File: config.mk
export PLATFORM = sky130hd
export DESIGN_NAME = adcsq_top
export DESIGN_NICKNAME = d
export VERILOG_FILES = /design/src/include/adcsq_pkg.sv /design/src/rtl/adcsq_top.sv /design/src/rtl/adcsq_conv_timer.sv /design/src/rtl/adcsq_irq_ctrl.sv
export SDC_FILE = /design/constraint.sdc
export NUM_CORES = 1
export LEC_CHECK = 0
export BUFFER_PORTS_ARGS = -buffer_cell sky130_fd_sc_hd__buf_4
export CAP_MARGIN = 30
export CELL_PAD_IN_SITES_DETAIL_PLACEMENT = 0
export CELL_PAD_IN_SITES_GLOBAL_PLACEMENT = 1
export CORE_MARGIN = 4
export CORE_UTILIZATION = 45
export CTS_CLUSTER_DIAMETER = 80
export DETAILED_ROUTE_END_ITERATION = 7
export GPL_ROUTABILITY_DRIVEN = 0
export PLACE_DENSITY = 0.82
export RECOVER_POWER = 50
export SKIP_CTS_REPAIR_TIMING = 1
export SYNTH_ARGS = -nofsm -noshare
export SYNTH_HDL_FRONTEND = slang
export SYNTH_HIERARCHICAL = 1
export SYNTH_SLANG_ARGS = --single-unit
File: constraint.sdc
create_clock -name clk_sys_i -period 2.3 [get_ports clk_sys_i]
set_input_delay 0.115 -clock clk_sys_i [delete_from_list [all_inputs] [get_ports clk_sys_i]]
set_output_delay 0.115 -clock clk_sys_i [all_outputs]
set_load 0.03 [all_outputs]
File: src/include/adcsq_pkg.sv
package adcsq_pkg;
    // Register map, printed offsets used as addresses.
    localparam int ADDR_W = 28;
    localparam int DATA_W = 16;
    localparam logic [27:0] OFS_RES_A = 28'h5FFFEE0;
    localparam logic [27:0] OFS_RES_B = 28'h5FFFEE2;
    localparam logic [27:0] OFS_RES_C = 28'h5FFFEE4;
    localparam logic [27:0] OFS_RES_D = 28'h5FFFEE6;
    localparam logic [27:0] OFS_CSR = 28'h5FFFEF8;
    localparam logic [27:0] OFS_IRQ_STAT = 28'h5FFFEFA;
    localparam logic [27:0] OFS_IRQ_MASK = 28'h5FFFEFC;
    // Control/status field positions and reset value.
    localparam int BIT_END = 7;
    localparam int BIT_IE = 6;
    localparam int BIT_START = 5;
    localparam int BIT_SCAN = 4;
    localparam int BIT_CKS = 3;
    localparam logic [7:0] CSR_RESET = 8'h04;
    localparam logic [15:0] RESULT_RESET = 16'h0000;
    // Result left-justified: ten bits above six zero bits.
    localparam int RES_LSB = 6;
    // Conversion length in clock cycles per clock select.
    localparam logic [7:0] CONV_CYC_SLOW = 8'hEC;
    localparam logic [7:0] CONV_CYC_FAST = 8'h86;
    // Interrupt status bits.
    localparam int IRQ_W = 2;
    localparam int IRQ_END = 0;
    localparam int IRQ_CHAN = 1;
    typedef enum logic {ST_IDLE, ST_CONV} adcsq_state_t;
endpackage : adcsq_pkg

File: src/rtl/adcsq_top.sv
// Operation
// - End flag sets after one single conversion or a full scan pass.
// - Writing zero after reading the flag as one clears it.
// - A DMA read of a result register, started by interrupt, clears it.
// - Interrupt request is flag and enable; enable resets to zero.
// - Single mode: start runs one conversion, then clears itself.
// - Scan mode: start cycles the group until cleared, reset, standby.
// - Results are 10 bits left-justified in 16, low bits zero, RO.
`timescale 1ns/10ps
module adcsq_top (
    input wire logic clk_sys_i,          // System clock, 40 MHz.
    input wire logic rstn_i,             // Async reset, active low.
    input wire logic standby_i,          // Standby, stops conversion.
    input wire logic [27:0] addr_i,      // Register address.
    input wire logic [15:0] wdata_i,     // Write data.
    input wire logic wr_i,               // Write strobe.
    input wire logic rd_i,               // Read strobe.
    input wire logic dma_rd_i,           // Current read is by DMA.
    input wire logic [9:0] adc_data_i,   // Converter result.
    output logic [15:0] rdata_o,         // Read data, cycle after rd.
    output logic [2:0] chan_sel_o,       // Analog input select.
    output logic conv_busy_o,            // Conversion in progress.
    output logic conv_done_irq_o,        // Conversion-complete request.
    output logic irq_o                   // Level interrupt.
);
    typedef struct packed {
        logic end_flag;
        logic irq_en;
        logic start;
        logic scan;
        logic conv_clock_select;
        logic [2:0] ch;
        logic read_seen;
        logic [3:0][15:0] result;
        logic [2:0] chan;
        adcsq_pkg::adcsq_state_t st;
        logic tmr_start;
        logic done_irq;
        logic [15:0] rdata;
    } adcsq_main_t;
    adcsq_main_t q, n;

    logic tmr_done;
    logic tmr_busy;
    logic abort;
    logic ev_end;
    logic ev_chan;
    logic clr_sw;
    logic clr_dma;
    logic csr_wr;
    logic [adcsq_pkg::IRQ_W-1:0] irq_stat;
    logic [adcsq_pkg::IRQ_W-1:0] irq_mask;

    // True when the address hits one of the four result registers.
    function automatic logic is_result(input logic [27:0] a);
        is_result = (a == adcsq_pkg::OFS_RES_A) ||
                    (a == adcsq_pkg::OFS_RES_B) ||
                    (a == adcsq_pkg::OFS_RES_C) ||
                    (a == adcsq_pkg::OFS_RES_D);
    endfunction : is_result

    // Result register index from its address.
    function automatic logic [1:0] result_idx(input logic [27:0] a);
        result_idx = a[2:1];
    endfunction : result_idx

    // First input of the selected half for scan mode.
    function automatic logic [2:0] scan_base(input logic [2:0] c);
        scan_base = {c[2], 2'b00};
    endfunction : scan_base

    assign csr_wr = wr_i && (addr_i == adcsq_pkg::OFS_CSR);

    // A zero write clears the flag only after software has seen it set, so a
    // blind zero write cannot lose a completion it never saw.
    assign clr_sw = csr_wr && !wdata_i[adcsq_pkg::BIT_END]
                    && q.read_seen;
    assign clr_dma = rd_i && dma_rd_i && is_result(addr_i)
                     && q.done_irq;

    // Sequencer events, computed from state and the timer pulse.
    always_comb begin
        ev_chan = 1'b0;
        ev_end = 1'b0;
        abort = standby_i;
        if (q.st == adcsq_pkg::ST_CONV) begin
            if (!q.start) begin
                abort = 1'b1;
            end else if (tmr_done) begin
                ev_chan = 1'b1;
                ev_end = !q.scan
                         || (q.chan[1:0] == q.ch[1:0]);
            end
        end
        if (standby_i) begin
            ev_chan = 1'b0;
            ev_end = 1'b0;
        end
    end

    // Next state: bus reads and writes first, then the sequencer,
    // then standby, which overrides control and state but not the results, channel or read data.
    always_comb begin
        n = q;
        n.tmr_start = 1'b0;
        n.rdata = '0;
        if (rd_i) begin
            if (is_result(addr_i)) begin
                n.rdata = q.result[result_idx(addr_i)];
            end else if (addr_i == adcsq_pkg::OFS_CSR) begin
                n.rdata = {8'h00, q.end_flag, q.irq_en, q.start,
                           q.scan, q.conv_clock_select, q.ch};
                if (q.end_flag) begin
                    n.read_seen = 1'b1;
                end
            end else if (addr_i == adcsq_pkg::OFS_IRQ_STAT) begin
                n.rdata = {14'h0000, irq_stat};
            end else if (addr_i == adcsq_pkg::OFS_IRQ_MASK) begin
                n.rdata = {14'h0000, irq_mask};
            end
        end
        if (csr_wr) begin
            n.irq_en = wdata_i[adcsq_pkg::BIT_IE];
            n.start = wdata_i[adcsq_pkg::BIT_START];
            n.scan = wdata_i[adcsq_pkg::BIT_SCAN];
            n.conv_clock_select = wdata_i[adcsq_pkg::BIT_CKS];
            n.ch = wdata_i[2:0];
        end
        unique case (q.st)
            adcsq_pkg::ST_IDLE: begin
                if (q.start) begin
                    n.st = adcsq_pkg::ST_CONV;
                    n.tmr_start = 1'b1;
                    // In scan mode the low bits are a count, not a
                    // channel, so the pass opens at the half's base.
                    n.chan = q.scan ? scan_base(q.ch)
                                    : q.ch;
                end
            end
            adcsq_pkg::ST_CONV: begin
                if (abort) begin
                    n.st = adcsq_pkg::ST_IDLE;
                end else if (tmr_done) begin
                    n.result[q.chan[1:0]] = {adc_data_i,
                        6'h00};
                    if (!q.scan) begin
                        n.start = 1'b0;
                        n.st = adcsq_pkg::ST_IDLE;
                    end else begin
                        n.tmr_start = 1'b1;
                        n.chan = ev_end ? scan_base(q.ch)
                                        : q.chan + 3'h1;
                    end
                end
            end
        endcase
        if (clr_sw || clr_dma) begin
            n.end_flag = 1'b0;
            n.read_seen = 1'b0;
        end
        // A completion in the clearing cycle wins over the clear.
        if (ev_end) begin
            n.end_flag = 1'b1;
        end
        if (standby_i) begin
            n.end_flag = adcsq_pkg::CSR_RESET[adcsq_pkg::BIT_END];
            n.irq_en = adcsq_pkg::CSR_RESET[adcsq_pkg::BIT_IE];
            n.start = adcsq_pkg::CSR_RESET[adcsq_pkg::BIT_START];
            n.scan = adcsq_pkg::CSR_RESET[adcsq_pkg::BIT_SCAN];
            n.conv_clock_select = adcsq_pkg::CSR_RESET[adcsq_pkg::BIT_CKS];
            n.ch = adcsq_pkg::CSR_RESET[2:0];
            n.read_seen = 1'b0;
            n.st = adcsq_pkg::ST_IDLE;
            n.tmr_start = 1'b0;
        end
        n.done_irq = n.end_flag && n.irq_en;
    end

    // Reset loads the documented control value and clear results.
    always_ff @(posedge clk_sys_i or negedge rstn_i) begin
        if (!rstn_i) begin
            q <= '0;
            q.irq_en <= adcsq_pkg::CSR_RESET[adcsq_pkg::BIT_IE];
            q.ch <= adcsq_pkg::CSR_RESET[2:0];
            q.chan <= adcsq_pkg::CSR_RESET[2:0];
            q.result <= {4{adcsq_pkg::RESULT_RESET}};
            q.st <= adcsq_pkg::ST_IDLE;
        end else begin
            q <= n;
        end
    end

    // Conversion timing; the analog sample itself lives outside.
    adcsq_conv_timer u_timer (
        .clk_sys_i (clk_sys_i),
        .rstn_i    (rstn_i),
        .start_i   (q.tmr_start),
        .cks_i     (q.conv_clock_select),
        .abort_i   (abort),
        .done_o    (tmr_done),
        .busy_o    (tmr_busy)
    );

    // Sticky status: end of a pass and each stored result.
    adcsq_irq_ctrl #(
        .N (adcsq_pkg::IRQ_W)
    ) u_irq (
        .clk_sys_i (clk_sys_i),
        .rstn_i    (rstn_i),
        .event_i   ({ev_chan, ev_end}),
        .wr_stat_i (wr_i && (addr_i == adcsq_pkg::OFS_IRQ_STAT)),
        .wr_mask_i (wr_i && (addr_i == adcsq_pkg::OFS_IRQ_MASK)),
        .wdata_i   (wdata_i[adcsq_pkg::IRQ_W-1:0]),
        .stat_o    (irq_stat),
        .mask_o    (irq_mask),
        .irq_o     (irq_o)
    );

    // Outputs come straight from state flops.
    assign rdata_o = q.rdata;
    assign chan_sel_o = q.chan;
    assign conv_busy_o = (q.st == adcsq_pkg::ST_CONV);
    assign conv_done_irq_o = q.done_irq;

    // Single mode: one result sets the flag and drops start.
    a_single_end: assert property (
        @(posedge clk_sys_i) disable iff (!rstn_i)
        (q.st == adcsq_pkg::ST_CONV && tmr_done && q.start
         && !q.scan && !standby_i)
        |=> (q.end_flag && !q.start && !conv_busy_o))
        else $error("single conversion end not flagged");

    // Scan pass end wraps to the half base and flags.
    // A write in that cycle may clear start, so it is left out.
    a_scan_wrap: assert property (
        @(posedge clk_sys_i) disable iff (!rstn_i)
        (q.st == adcsq_pkg::ST_CONV && tmr_done && q.start && !csr_wr
         && q.scan && !standby_i && q.chan[1:0] == q.ch[1:0])
        |=> (q.end_flag && q.start && chan_sel_o == {q.ch[2], 2'b00}))
        else $error("scan pass did not wrap or flag");

    // Mid-pass a scan steps to the next input without flagging.
    a_scan_step: assert property (
        @(posedge clk_sys_i) disable iff (!rstn_i)
        (q.st == adcsq_pkg::ST_CONV && tmr_done && q.start && q.scan
         && !standby_i && q.chan[1:0] != q.ch[1:0] && !q.end_flag
         && !csr_wr)
        |=> (chan_sel_o == $past(q.chan) + 3'h1 && !q.end_flag))
        else $error("scan did not step");

    // A write of one never sets the flag.
    a_write_no_set: assert property (
        @(posedge clk_sys_i) disable iff (!rstn_i)
        (csr_wr && wdata_i[adcsq_pkg::BIT_END] && !q.end_flag
         && !ev_end) |=> !q.end_flag)
        else $error("flag set by a write");

    // Zero written without a prior read of one keeps the flag.
    a_clear_unseen: assert property (
        @(posedge clk_sys_i) disable iff (!rstn_i)
        (csr_wr && q.end_flag && !q.read_seen && !clr_dma
         && !standby_i) |=> q.end_flag)
        else $error("flag cleared without a read");

    // Read of one then zero write clears the flag.
    a_clear_after_read: assert property (
        @(posedge clk_sys_i) disable iff (!rstn_i)
        (rd_i && addr_i == adcsq_pkg::OFS_CSR && q.end_flag
         && !ev_end ##1 csr_wr && !wdata_i[adcsq_pkg::BIT_END]
         && !ev_end) |=> !q.end_flag)
        else $error("flag not cleared after read");

    // DMA read of a result clears the flag it was started by.
    a_dma_clear: assert property (
        @(posedge clk_sys_i) disable iff (!rstn_i)
        (rd_i && dma_rd_i && is_result(addr_i) && conv_done_irq_o
         && !ev_end) |=> !q.end_flag && !conv_done_irq_o)
        else $error("dma access did not clear flag");

    // Request follows flag and enable, on the same edge as either.
    a_irq_gate: assert property (
        @(posedge clk_sys_i) disable iff (!rstn_i)
        ##1 (conv_done_irq_o == ($past(n.end_flag) && $past(n.irq_en))))
        else $error("interrupt request not gated");

    // Stored result is justified with zero low bits.
    a_result_just: assert property (
        @(posedge clk_sys_i) disable iff (!rstn_i)
        (ev_chan) |=> (q.result[$past(q.chan[1:0])]
        == {$past(adc_data_i), 6'h00}))
        else $error("result not left-justified");

    // The timer never runs while the sequencer is idle.
    a_timer_idle: assert property (
        @(posedge clk_sys_i) disable iff (!rstn_i)
        (q.st == adcsq_pkg::ST_IDLE) |-> !tmr_busy)
        else $error("timer busy while idle");

    // Standby stops the sequencer and drops flag and request.
    a_standby_stop: assert property (
        @(posedge clk_sys_i) disable iff (!rstn_i)
        standby_i |=> (!conv_busy_o && !q.start && !q.end_flag
                       && !conv_done_irq_o))
        else $error("standby did not stop conversion");

    // Standby leaves the stored results alone.
    a_standby_keep: assert property (
        @(posedge clk_sys_i) disable iff (!rstn_i)
        standby_i |=> (q.result == $past(q.result)))
        else $error("standby changed a result");

    // A bus write to a result register changes nothing.
    a_result_ro: assert property (
        @(posedge clk_sys_i) disable iff (!rstn_i)
        (wr_i && is_result(addr_i) && !ev_chan)
        |=> (q.result == $past(q.result)))
        else $error("result register took a write");

    // Single mode converts the channel that the field names.
    a_chan_single: assert property (
        @(posedge clk_sys_i) disable iff (!rstn_i)
        (q.st == adcsq_pkg::ST_IDLE && q.start && !q.scan && !standby_i)
        |=> (conv_busy_o && chan_sel_o == $past(q.ch)))
        else $error("single mode input wrong");

    // Scan mode opens each pass at the base of the chosen half.
    a_chan_scan: assert property (
        @(posedge clk_sys_i) disable iff (!rstn_i)
        (q.st == adcsq_pkg::ST_IDLE && q.start && q.scan && !standby_i)
        |=> (conv_busy_o && chan_sel_o == {$past(q.ch[2]), 2'b00}))
        else $error("scan did not open at half base");

    // Clearing start in flight drops the conversion, nothing stored.
    a_abort_drop: assert property (
        @(posedge clk_sys_i) disable iff (!rstn_i)
        (q.st == adcsq_pkg::ST_CONV && !q.start)
        |=> (!conv_busy_o && q.result == $past(q.result)))
        else $error("aborted conversion left a trace");
endmodule : adcsq_top

File: src/rtl/adcsq_conv_timer.sv
`timescale 1ns/10ps
module adcsq_conv_timer (
    input wire logic clk_sys_i, // System clock.
    input wire logic rstn_i,    // Async reset, active low.
    input wire logic start_i,   // Begin one conversion.
    input wire logic cks_i,     // Fast conversion clock.
    input wire logic abort_i,   // Drop conversion in flight.
    output logic done_o,        // One-cycle end pulse.
    output logic busy_o         // Conversion in flight.
);
    typedef struct packed {
        logic busy;
        logic done;
        logic [7:0] cnt;
    } adcsq_tmr_t;
    adcsq_tmr_t q, n;

    // Length is latched at start so a later select change waits.
    always_comb begin
        n = q;
        n.done = 1'b0;
        if (abort_i) begin
            n.busy = 1'b0;
        end else if (start_i) begin
            n.busy = 1'b1;
            n.cnt = (cks_i ? adcsq_pkg::CONV_CYC_FAST
                           : adcsq_pkg::CONV_CYC_SLOW) - 8'h01;
        end else if (q.busy) begin
            if (q.cnt == 8'h00) begin
                n.busy = 1'b0;
                n.done = 1'b1;
            end else begin
                n.cnt = q.cnt - 8'h01;
            end
        end
    end

    always_ff @(posedge clk_sys_i or negedge rstn_i) begin
        if (!rstn_i) begin
            q <= '0;
        end else begin
            q <= n;
        end
    end

    assign done_o = q.done;
    assign busy_o = q.busy;

    a_slow_length: assert property (@(posedge clk_sys_i)
        disable iff (!rstn_i) (start_i && !cks_i && !abort_i)
        |-> ##237 (done_o || !busy_o))
        else $error("slow conversion length wrong");
    a_fast_early: assert property (@(posedge clk_sys_i)
        disable iff (!rstn_i) (start_i && cks_i && !abort_i)
        |=> !done_o [*8])
        else $error("fast conversion ended too early");
endmodule : adcsq_conv_timer

File: src/rtl/adcsq_irq_ctrl.sv
`timescale 1ns/10ps
module adcsq_irq_ctrl #(
    parameter int N = 2
) (
    input wire logic clk_sys_i,       // System clock.
    input wire logic rstn_i,          // Async reset, active low.
    input wire logic [N-1:0] event_i, // Event pulses.
    input wire logic wr_stat_i,       // Write one to clear status.
    input wire logic wr_mask_i,       // Write mask.
    input wire logic [N-1:0] wdata_i, // Write data.
    output logic [N-1:0] stat_o,      // Sticky status.
    output logic [N-1:0] mask_o,      // Enable mask.
    output logic irq_o                // Level interrupt.
);
    typedef struct packed {
        logic [N-1:0] stat;
        logic [N-1:0] mask;
        logic irq;
    } adcsq_irq_t;
    adcsq_irq_t q, n;

    // An event in the clearing cycle survives: set wins over clear.
    always_comb begin
        n = q;
        if (wr_stat_i) begin
            n.stat = q.stat & ~wdata_i;
        end
        n.stat = n.stat | event_i;
        if (wr_mask_i) begin
            n.mask = wdata_i;
        end
        n.irq = |(n.stat & n.mask);
    end

    always_ff @(posedge clk_sys_i or negedge rstn_i) begin
        if (!rstn_i) begin
            q <= '0;
        end else begin
            q <= n;
        end
    end

    assign stat_o = q.stat;
    assign mask_o = q.mask;
    assign irq_o = q.irq;
endmodule : adcsq_irq_ctrl

==> results.cfg, run 1 <==
[run_status]
status = finished clean

[logic_synthesis]
synth_cell_type_count = 58
syn_nets = 399
netlist_area_um2 = 4190
yosysWarnings = 6
synth_seq_cells = 86
yosysSeqAreaShare_pct = 51.5
postSynthCellCount = 333
syn_area_per_cell_um2 = 12.6
synth-xor-area-share_pct = 0.418
synthMuxAreaShare_pct = 18.7
synth_edf_count = 0
synthArstFlopShare_pct = 100
yosys-top-cells-area = dfrtp_1, mux2_2, mux4_2
synth_compound_area_share_pct = 7.17
synth_top_area_share_pct = 50.2
synth_top_family_by_area = multiplexers
synthAdderAreaFrac_pct = 1.79
synth_top_cell_by_area = dfrtp_1
yosys.area_share.simple_pct = 14.9
ys.flop_type = dfrtp_1

[die]
core_um2 = 8890
die_h_um = 104
die-area_um2 = 10900
initial_core_util_pct = 47.1
row_count = 34
io_pins = 82
die_x_um = 104

[job]
drv_cap = 0

[drt]
wl_per_cell_um = 17.0
detail_route.iter0.violations = 77
drc = 0
vias = 2777
dr.pass1.iters = 4
viasPerCell = 5.46
drt-total-wl_um = 8650
ant_nets = 0

[layout]
layout.nets = 462
fin_area_um2 = 4900
num_antenna_cells = 0
multiInputGateArea_um2 = 1790
register_area_um2 = 2150
num-fill-cells = 795
syn_to_final_growth_pct = 17.0
drive_gt1_share_pct = 37.4
postLayoutCoreUtil_pct = 55.1

[pwr]
worst_ir_drop_vdd_mv = 0.276
switching_share_pct = 23.5
power_leakage_nw = 2.40
switchingPower_mw = 0.702
internal-power_mw = 2.29
power_density_nw_per_um2 = 611
seqPwrFrac_pct = 51.7
combPwrFrac_pct = 7.9
clock_power_share_pct = 40.4

[critical_path]
cp-start-kind = register
rrSetupSlack_ps = 630
reg2regPathDepth = 6
cp.required_ps = 2590
endpoint_kind = register
critical_path_class = reg -> reg
r2r_start = q[92]$_DFF_PN0_
crit_fanout = 8
arrival_ps = 1960
reg2reg_to = u_timer/q[3]$_DFFE_PN0P_

[global_routing]
grt_antenna_before_repair = 0
overflow = 0
grtUsageTotal_pct = 16.4
grt_pass1_vias = 2937
grt_max_degree = 42
grt_first_pass_wirelength_um = 14400

[placed_design]
place_area_um2 = 4720
dpl_worst_slack_ps = 487
portBuffers = 73
dp_hpwl_um = 6140

[timing]
report.final.slew_viol_count = 0
tns_ps = 0
max_freq_ghz = 0.598
slew_headroom_pct = 30.9
fin_hold_ws_ps = 2.01
setup_viol = 0
worst_slack_ps = 627
skew_ps = 11.6
worst_pin_slew_ps = 1040
period_minus_slack_ps = 1670
rsz0062_at_grt = false
timing.final.crit_share_pct = 72.7
finalHoldViolCount = 0

[clock_tree]
clockBufferDepth = 2
clock_sinks = 86
cts-buffers-inserted = 9
clkLatencyLatePin_ps = 350
clk_pin_slew_worst_paths_ps = 90
root_buffer = clkbuf_8
cts_max_level = 3
cts_tree = built

[hold_path]
min_from = wdata_i[4]
min_to = q[91]$_DFFE_PN0P_
whs_path_depth = 3
hp-class = in -> reg
==> state kept, by name (all words and copies together), names as in the netlist <==
signal / flops
u_timer/q: 8
u_irq/mask_o: 2
u_timer/done_o: 1
q: 50
u_irq/irq_o: 1
u_timer/busy_o: 1
conv_done_irq_o: 1
conv_busy_o: 1
chan_sel_o: 3
rdata_o: 16
u_irq/stat_o: 2
==> kinds of logic (layout without fill, tap and decap cells) <==
kind of cell / Yosys count / count (layout)
adder cells (fa/ha/maj): 6 / 6
multiplexers: 60 / 60
buffers and inverters: 41 / 109
AND/OR/NAND/NOR: 94 / 94
XOR/XNOR: 2 / 2
flip-flops: 86 / 86
AO/OA/AOI/OAI: 44 / 44
==> how the worst max path moves through the flow <==
stage                                           end  slack, ps                  start  cells past startpoint
final                      u_timer/q[3]$_DFFE_PN0P_        630        q[92]$_DFF_PN0_                      6
after detailed placement      u_irq/irq_o$_DFF_PN0_        490              addr_i[8]                      7
after global placement        u_irq/irq_o$_DFF_PN0_        520              addr_i[8]                      7
after global routing       u_timer/q[7]$_DFFE_PN0P_        450        q[92]$_DFF_PN0_                      6
after CTS                 chan_sel_o[1]$_DFFE_PN0P_        620  conv_busy_o$_DFF_PN0_                      4
after floorplan               u_irq/irq_o$_DFF_PN0_        680  conv_busy_o$_DFF_PN0_                      6
==> cell usage after synthesis (all sizes together) (3+ instances only) <==
| cell | count |
|---|---|
| and3 | 4 |
| mux2 | 42 |
| mux2i | 8 |
| nand4b | 3 |
| inv | 16 |
| nand4 | 8 |
| dfrtp | 84 |
| ha | 6 |
| buf | 22 |
| nor2 | 25 |
| nor2b | 13 |
| and4b | 3 |
| clkbuf | 3 |
| o21ai | 7 |
| nand2 | 18 |
| a21o | 3 |
| a211oi | 4 |
| mux4 | 10 |
| a21oi | 13 |
| nand3 | 4 |
| a31oi | 3 |
| nor3 | 4 |
==> metal layers <==
layer	wire length [um]	vias to the layer above	GRT usage, %
met5	0	-	0
met4	106	0	4.65
met3	583	8	5.46
met2	4050	66	26.4
met1	3910	1387	21.1
li1	-	1316	-
==> power by group through the flow <==
stage,Clock (mW),Sequential [mW],Combinational (mW)
6_report,1.21,1.55,0.237
5_1_grt,1.30,1.55,0.264
4_1_cts,1.24,1.55,0.241
3_5_place_dp,0,1.58,0.240
3_3_place_gp,0,1.57,0.234
2_1_floorplan,0,1.57,0.107
==> cell type report <==
cell class	instances	area share, %
Inverter	16	1.23
Timing Repair Buffer	77	10.7
Clock buffer	10	2.81
Tap cell	108	2.76
Multi-Input combinational cell	206	36.6
Clock inverter	6	1.92
Sequential cell	86	44.0
==> worst max-delay path: stages, from the launching register on <==
cell      delay (ps)
dfrtp_1          370
inv_1             90
a21o_1           270
o21bai_1         210
a21oi_2          330
nor2b_4          210
o22a_1           130
==> metrics by stage <==
step / power [mW] / cells
CTS: 3.03 / 507
detailed placement: 1.82 / 491
floorplan: 1.68 / 333
finish: 2.99 / 509
global route: 3.12 / 509
global placement: 1.81 / 491
==> cell usage in the layout, fill, tap and decap left out, types with 3 or more instances in the layout <==
cell | netlist | routed
inv_1 | 15 | 15
a211oi_1 | 4 | 4
nor3_1 | 4 | 4
nand2_1 | 13 | 13
nand2_2 | 5 | 5
nand4_1 | 7 | 7
a31oi_1 | 3 | 3
a21o_1 | 3 | 3
nor2b_1 | 12 | 12
nor2_1 | 22 | 22
nand3_1 | 4 | 4
and3_1 | 4 | 4
mux2_2 | 41 | 41
o21ai_0 | 7 | 7
mux2i_1 | 8 | 8
a21oi_1 | 12 | 12
buf_4 | 21 | 53
dfrtp_1 | 84 | 84
and4b_1 | 3 | 3
ha_1 | 6 | 6
clkbuf_1 | 2 | 18
mux4_2 | 10 | 10
clkbuf_8 | 0 | 10
(Power assumes the default switching activity.)
==> run 2, diff against run 1 <==
--- a/config.mk
+++ b/config.mk
@@ -10,11 +10,11 @@
 export CELL_PAD_IN_SITES_DETAIL_PLACEMENT = 0
 export CELL_PAD_IN_SITES_GLOBAL_PLACEMENT = 1
 export CORE_MARGIN = 4
-export CORE_UTILIZATION = 45
+export CORE_UTILIZATION = 40
 export CTS_CLUSTER_DIAMETER = 80
 export DETAILED_ROUTE_END_ITERATION = 7
 export GPL_ROUTABILITY_DRIVEN = 0
-export PLACE_DENSITY = 0.82
+export PLACE_DENSITY = 0.77
 export RECOVER_POWER = 50
 export SKIP_CTS_REPAIR_TIMING = 1
 export SYNTH_ARGS = -nofsm -noshare
==> constraint.sdc (replaced) <==
create_clock -name clk_sys_i -period 1.4 [get_ports clk_sys_i]
set_input_delay 0.07 -clock clk_sys_i [delete_from_list [all_inputs] [get_ports clk_sys_i]]
set_output_delay 0.07 -clock clk_sys_i [all_outputs]
set_load 0.03 [all_outputs]
==> run 2 against run 1 <==
Compared with the run above:
- the flow now finishes with violations (negative hold slack, negative setup slack)
- global-route usage fell by 0.45 points
- die area grew 12%
- setup slack got worse by 780 ps
- hold slack worse by 4.8 ps
- via count increased by 10%
- highest routed layer unchanged
- clock power is 50% higher
- clock skew is 0.61 ps higher
- sequential share of layout area down 8.3 points
- core utilization rose by 3.9 points
- design area increased by 24%
==> results.cfg, run 2 (synthesis results as in run 1) <==
[timing]
worst_pin_slew_ps = 625
report.final.slew_viol_count = 0
slew_headroom_pct = 58.3
max_freq_ghz = 0.643
timing.final.crit_share_pct = 111
rsz0062_at_grt = true
worst_slack_ps = -155
setup_viol = 52
skew_ps = 12.2
period_minus_slack_ps = 1550
finalHoldViolCount = 1
fin_hold_ws_ps = -2.84

[placed_design]
dp_hpwl_um = 7010
dpl_worst_slack_ps = -217
portBuffers = 73

[die]
die_h_um = 110
initial_core_util_pct = 40.7
row_count = 37
die_x_um = 110
core_um2 = 10300
io_pins = 82
die-area_um2 = 12200

[critical_path]
cp_num_buf_inv = 1
critical_path_class = reg -> reg
cp-start-kind = register
cp_slowest_cell = dfrtp_1
crit_chain = inv_2 > a21o_4 > o21bai_4 > a21oi_4 > nor2b_4 > o22a_1
crit_fanout = 8
arrival_ps = 1850
cp.required_ps = 1700
cpPeakStageDelay_ps = 440
cp_top_family = compound AO/OA/AOI/OAI gates
endpoint_kind = register
rrSetupSlack_ps = -150

[pwr]
power_leakage_nw = 3.02
switching_share_pct = 25.8
seqPwrFrac_pct = 51.4
clock_power_share_pct = 36.9
worst_ir_drop_vdd_mv = 0.570
internal-power_mw = 3.67
power_density_nw_per_um2 = 817
combPwrFrac_pct = 11.7
switchingPower_mw = 1.28

[layout]
syn_to_final_growth_pct = 44.7
final_common_cell = buf_4
num_antenna_cells = 0
layout.nets = 538
drive_gt1_share_pct = 56.0
final_cell_mix = buf_4, dfrtp_1, mux2_4, nor2_1, mux2_2
regMostFlops = q
largest_reg_flops = 50
num-fill-cells = 817

[global_routing]
grtUsageTotal_pct = 15.9
grt_pass1_vias = 3159
overflow = 0
grt_first_pass_wirelength_um = 15100
grt_antenna_before_repair = 0
grt_max_degree = 38

[drt]
drt-total-wl_um = 10400
ant_nets = 0
vias = 3064
dr.pass1.iters = 4
detail_route.iter0.violations = 124
wl_per_cell_um = 17.0
drc = 0
viasPerCell = 5.00

[clock_tree]
clkLatencyLatePin_ps = 360
root_buffer = clkbuf_8
cts_max_level = 3
clock_sinks = 86
clockBufferDepth = 2
cts_tree = built
cts-buffers-inserted = 9
clk_pin_slew_worst_paths_ps = 100

[run_status]
status = finished, violations left
violations = negative hold slack, negative setup slack

[hold_path]
hp-class = in -> reg

[job]
drv_cap = 0
==> run 2: changes by cell type in the layout (fill, tap and decap cells not counted), sizes merged <==
cell / delta
clkbuf: -16
inv: +3
buf: +78
bufinv: -1
dlygate4sd3: +13
clkinvlp: -1
==> run 2: power by group through the flow <==
stage	clock network, mW	logic, mW	registers, mW
5_1_grt	1.99	0.630	2.55
6_report	1.82	0.581	2.54
3_3_place_gp	0	0.472	2.58
4_1_cts	1.85	0.484	2.54
2_1_floorplan	0	0.181	2.58
3_5_place_dp	0	0.481	2.58
==> run 2: routing by layer <==
layer  vias to the layer above  GRT usage, %  wire (um)
li1                       1458             -          -
met1                      1510          20.5       4540
met2                        84          26.8       5100
met3                        12          3.67        634
met4                         0          4.93        163
met5                         -             0          0
==> run 2: path summary, 6_finish.rpt <==
check | depth (start not counted) | endpoint | from
worst max-delay path | 6 | u_timer/q[3]$_DFFE_PN0P_ | q[92]$_DFF_PN0_
worst min-delay path | 3 | q[92]$_DFF_PN0_ | wdata_i[5]
worst max register to register | 6 | u_timer/q[3]$_DFFE_PN0P_ | q[92]$_DFF_PN0_
worst min register to register | 1 | q[78]$_DFFE_PN0P_ | q[78]$_DFFE_PN0P_
max in group asynchronous | 3 | chan_sel_o[1]$_DFFE_PN0P_ | rstn_i
min in group asynchronous | 2 | q[47]$_DFFE_PN0P_ | rstn_i
==> run 2: worst reg2reg max path, cell delays in order (launching register included) <==
cell and delay (ps):
dfrtp_1 440, inv_2 70, a21o_4 250, o21bai_4 190, a21oi_4 230, nor2b_4 190, o22a_1 130
==> run 2: stage by stage <==
step	setup TNS (ps)	cells	instance area (um2)	power (mW)	utilization (%)
3_5_place_dp	-4300	572	5270	3.07	51.2
6_report	-5160	613	6060	4.95	59.0
2_1_floorplan	-2440	333	4240	2.76	-
3_3_place_gp	-2590	572	5270	3.06	51.2
5_1_grt	-6560	613	6060	5.17	59.0
4_1_cts	-4990	588	5470	4.87	53.2
==> run 2: cell type report <==
type / count / area (um2) / area share, %
Clock buffer: 9 / 124 / 2.04
Clock inverter: 7 / 80.1 / 1.32
Inverter: 16 / 62.6 / 1.03
Multi-Input combinational cell: 206 / 2140 / 35.3
Sequential cell: 86 / 2160 / 35.6
Tap cell: 136 / 170 / 2.81
Timing Repair Buffer: 153 / 1320 / 21.8
==> run 3, diff against run 2 <==
--- a/config.mk
+++ b/config.mk
@@ -9,7 +9,7 @@
 export CAP_MARGIN = 30
 export CELL_PAD_IN_SITES_DETAIL_PLACEMENT = 0
 export CELL_PAD_IN_SITES_GLOBAL_PLACEMENT = 1
-export CORE_MARGIN = 4
+export CORE_MARGIN = 2
 export CORE_UTILIZATION = 40
 export CTS_CLUSTER_DIAMETER = 80
 export DETAILED_ROUTE_END_ITERATION = 7
==> run 3 against run 2 <==
Compared with the run above:
- critical endpoint is now u_timer/q[5]$_DFFE_PN0P_
- sequential power hardly changed
- cell count is 2.0% lower
- non-clock buffer count is 12 lower
- clock skew hardly changed
- register-to-register slack better by 90 ps
- the flow finishes with violations (negative setup slack)
- setup slack better by 85 ps
- highest routed layer unchanged
- sequential share of layout area is 2.0 points higher
- combinational power is 10% lower
- maximum frequency is 5.8% higher
==> results.cfg, run 3 (synthesis results as in run 1) <==
[job]
drv_cap = 0

[clock_tree]
clkLatencyLatePin_ps = 360
cts-buffers-inserted = 9
clockBufferDepth = 2
clock_sinks = 86
root_buffer = clkbuf_8
clk_pin_slew_worst_paths_ps = 80
cts_tree = built
cts_max_level = 3

[layout]
register_area_um2 = 2160
final_common_cell = buf_4
regMostFlops = q
num_antenna_cells = 0
final_cell_mix = buf_4, dfrtp_1, mux2_2, nor2_1, dlygate4sd3_1
largest_reg_flops = 50
layout.nets = 526
multiInputGateArea_um2 = 1960
syn_to_final_growth_pct = 37.0
drive_gt1_share_pct = 52.5
num-fill-cells = 868

[drt]
wl_per_cell_um = 15.6
dr.pass1.iters = 4
detail_route.iter0.violations = 154
vias = 3024
viasPerCell = 5.03
drc = 0
drt-total-wl_um = 9370
ant_nets = 0

[run_status]
status = finished, violations left
violations = negative setup slack

[timing]
max_freq_ghz = 0.680
finalHoldViolCount = 0
setup_viol = 12
skew_ps = 12.2
rsz0062_at_grt = true
worst_slack_ps = -69.8
slew_headroom_pct = 44.1
fin_hold_ws_ps = 2.56
timing.final.crit_share_pct = 105
worst_pin_slew_ps = 839
report.final.slew_viol_count = 0
period_minus_slack_ps = 1470

[die]
die_h_um = 106
core_um2 = 10200
initial_core_util_pct = 40.9
die_x_um = 106
die-area_um2 = 11300
io_pins = 82
row_count = 37

[hold_path]
hp-class = in -> reg
min_from = wdata_i[5]

[critical_path]
r2r_start = u_timer/q[0]$_DFFE_PN0P_
critical_path_class = reg -> reg
cp-start-kind = register
arrival_ps = 1710
crit_fanout = 6
cp.required_ps = 1640
endpoint_kind = register
crit_path_start = u_timer/q[0]$_DFFE_PN0P_
rrSetupSlack_ps = -70

[placed_design]
dp_hpwl_um = 6490
portBuffers = 73

[pwr]
worst_ir_drop_vdd_mv = 0.385
power_mw = 4.94
power_density_nw_per_um2 = 861
power_leakage_nw = 2.85

[global_routing]
overflow = 0
grt_max_degree = 54
grtUsageTotal_pct = 17.4
grt_pass1_vias = 3112
grt_first_pass_wirelength_um = 15100
grt_antenna_before_repair = 0
[run 3: final timing paths]
kind	endpoint	depth (start not counted)
max	u_timer/q[5]$_DFFE_PN0P_	5
min reg2reg	q[80]$_DFFE_PN0P_	1
min in group asynchronous	rdata_o[13]$_DFF_PN0_	3
max reg2reg	u_timer/q[5]$_DFFE_PN0P_	5
min	q[92]$_DFF_PN0_	3
max in group asynchronous	conv_busy_o$_DFF_PN0_	3
[run 3: through the flow]
step	util [%]	TNS, ps	cell area [um2]	cells	worst slack (ps)
finish	56.1	-358	5740	601	-69.8
global route	56.1	-2070	5740	601	-112
CTS	52.8	-4080	5400	580	-153
detailed placement	50.8	-3860	5190	564	-200
global placement	50.8	-2430	5190	564	-164
floorplan	-	-2440	4240	333	-96.4
[run 3: final cells by class]
class / count / area share, %
flip-flops and latches: 86 / 37.6
repair buffers: 141 / 20.4
inverters: 16 / 1.09
well taps: 136 / 2.97
multi-input cells: 206 / 34.2
clock inverters: 4 / 1.29
clock buffers: 12 / 2.36
[run 3: critical path, stage by stage (launching register included)]
cell and delay [ps]:
dfrtp_1 390, inv_2 110, ha_4 140, nor4b_4 270, a21oi_4 140, o221a_2 290
[run 3: layer usage]
| layer | vias to the layer above | GRT usage [%] | part of all wire (%) |
|---|---|---|---|
| met4 | 0 | 8.36 | 1.8 |
| met5 | - | 0 | 0 |
| met3 | 12 | 3.43 | 5.0 |
| met1 | 1490 | 22.7 | 44 |
| met2 | 78 | 27.7 | 49 |
| li1 | 1444 | - | - |
[run 3: report_power, final]
group | internal (mW) | total (mW) | switching (mW)
logic | 0.277 | 0.520 | 0.243
registers | 2.51 | 2.54 | 0.0295
clock network | 1.01 | 1.88 | 0.870
total | 3.80 | 4.94 | 1.14
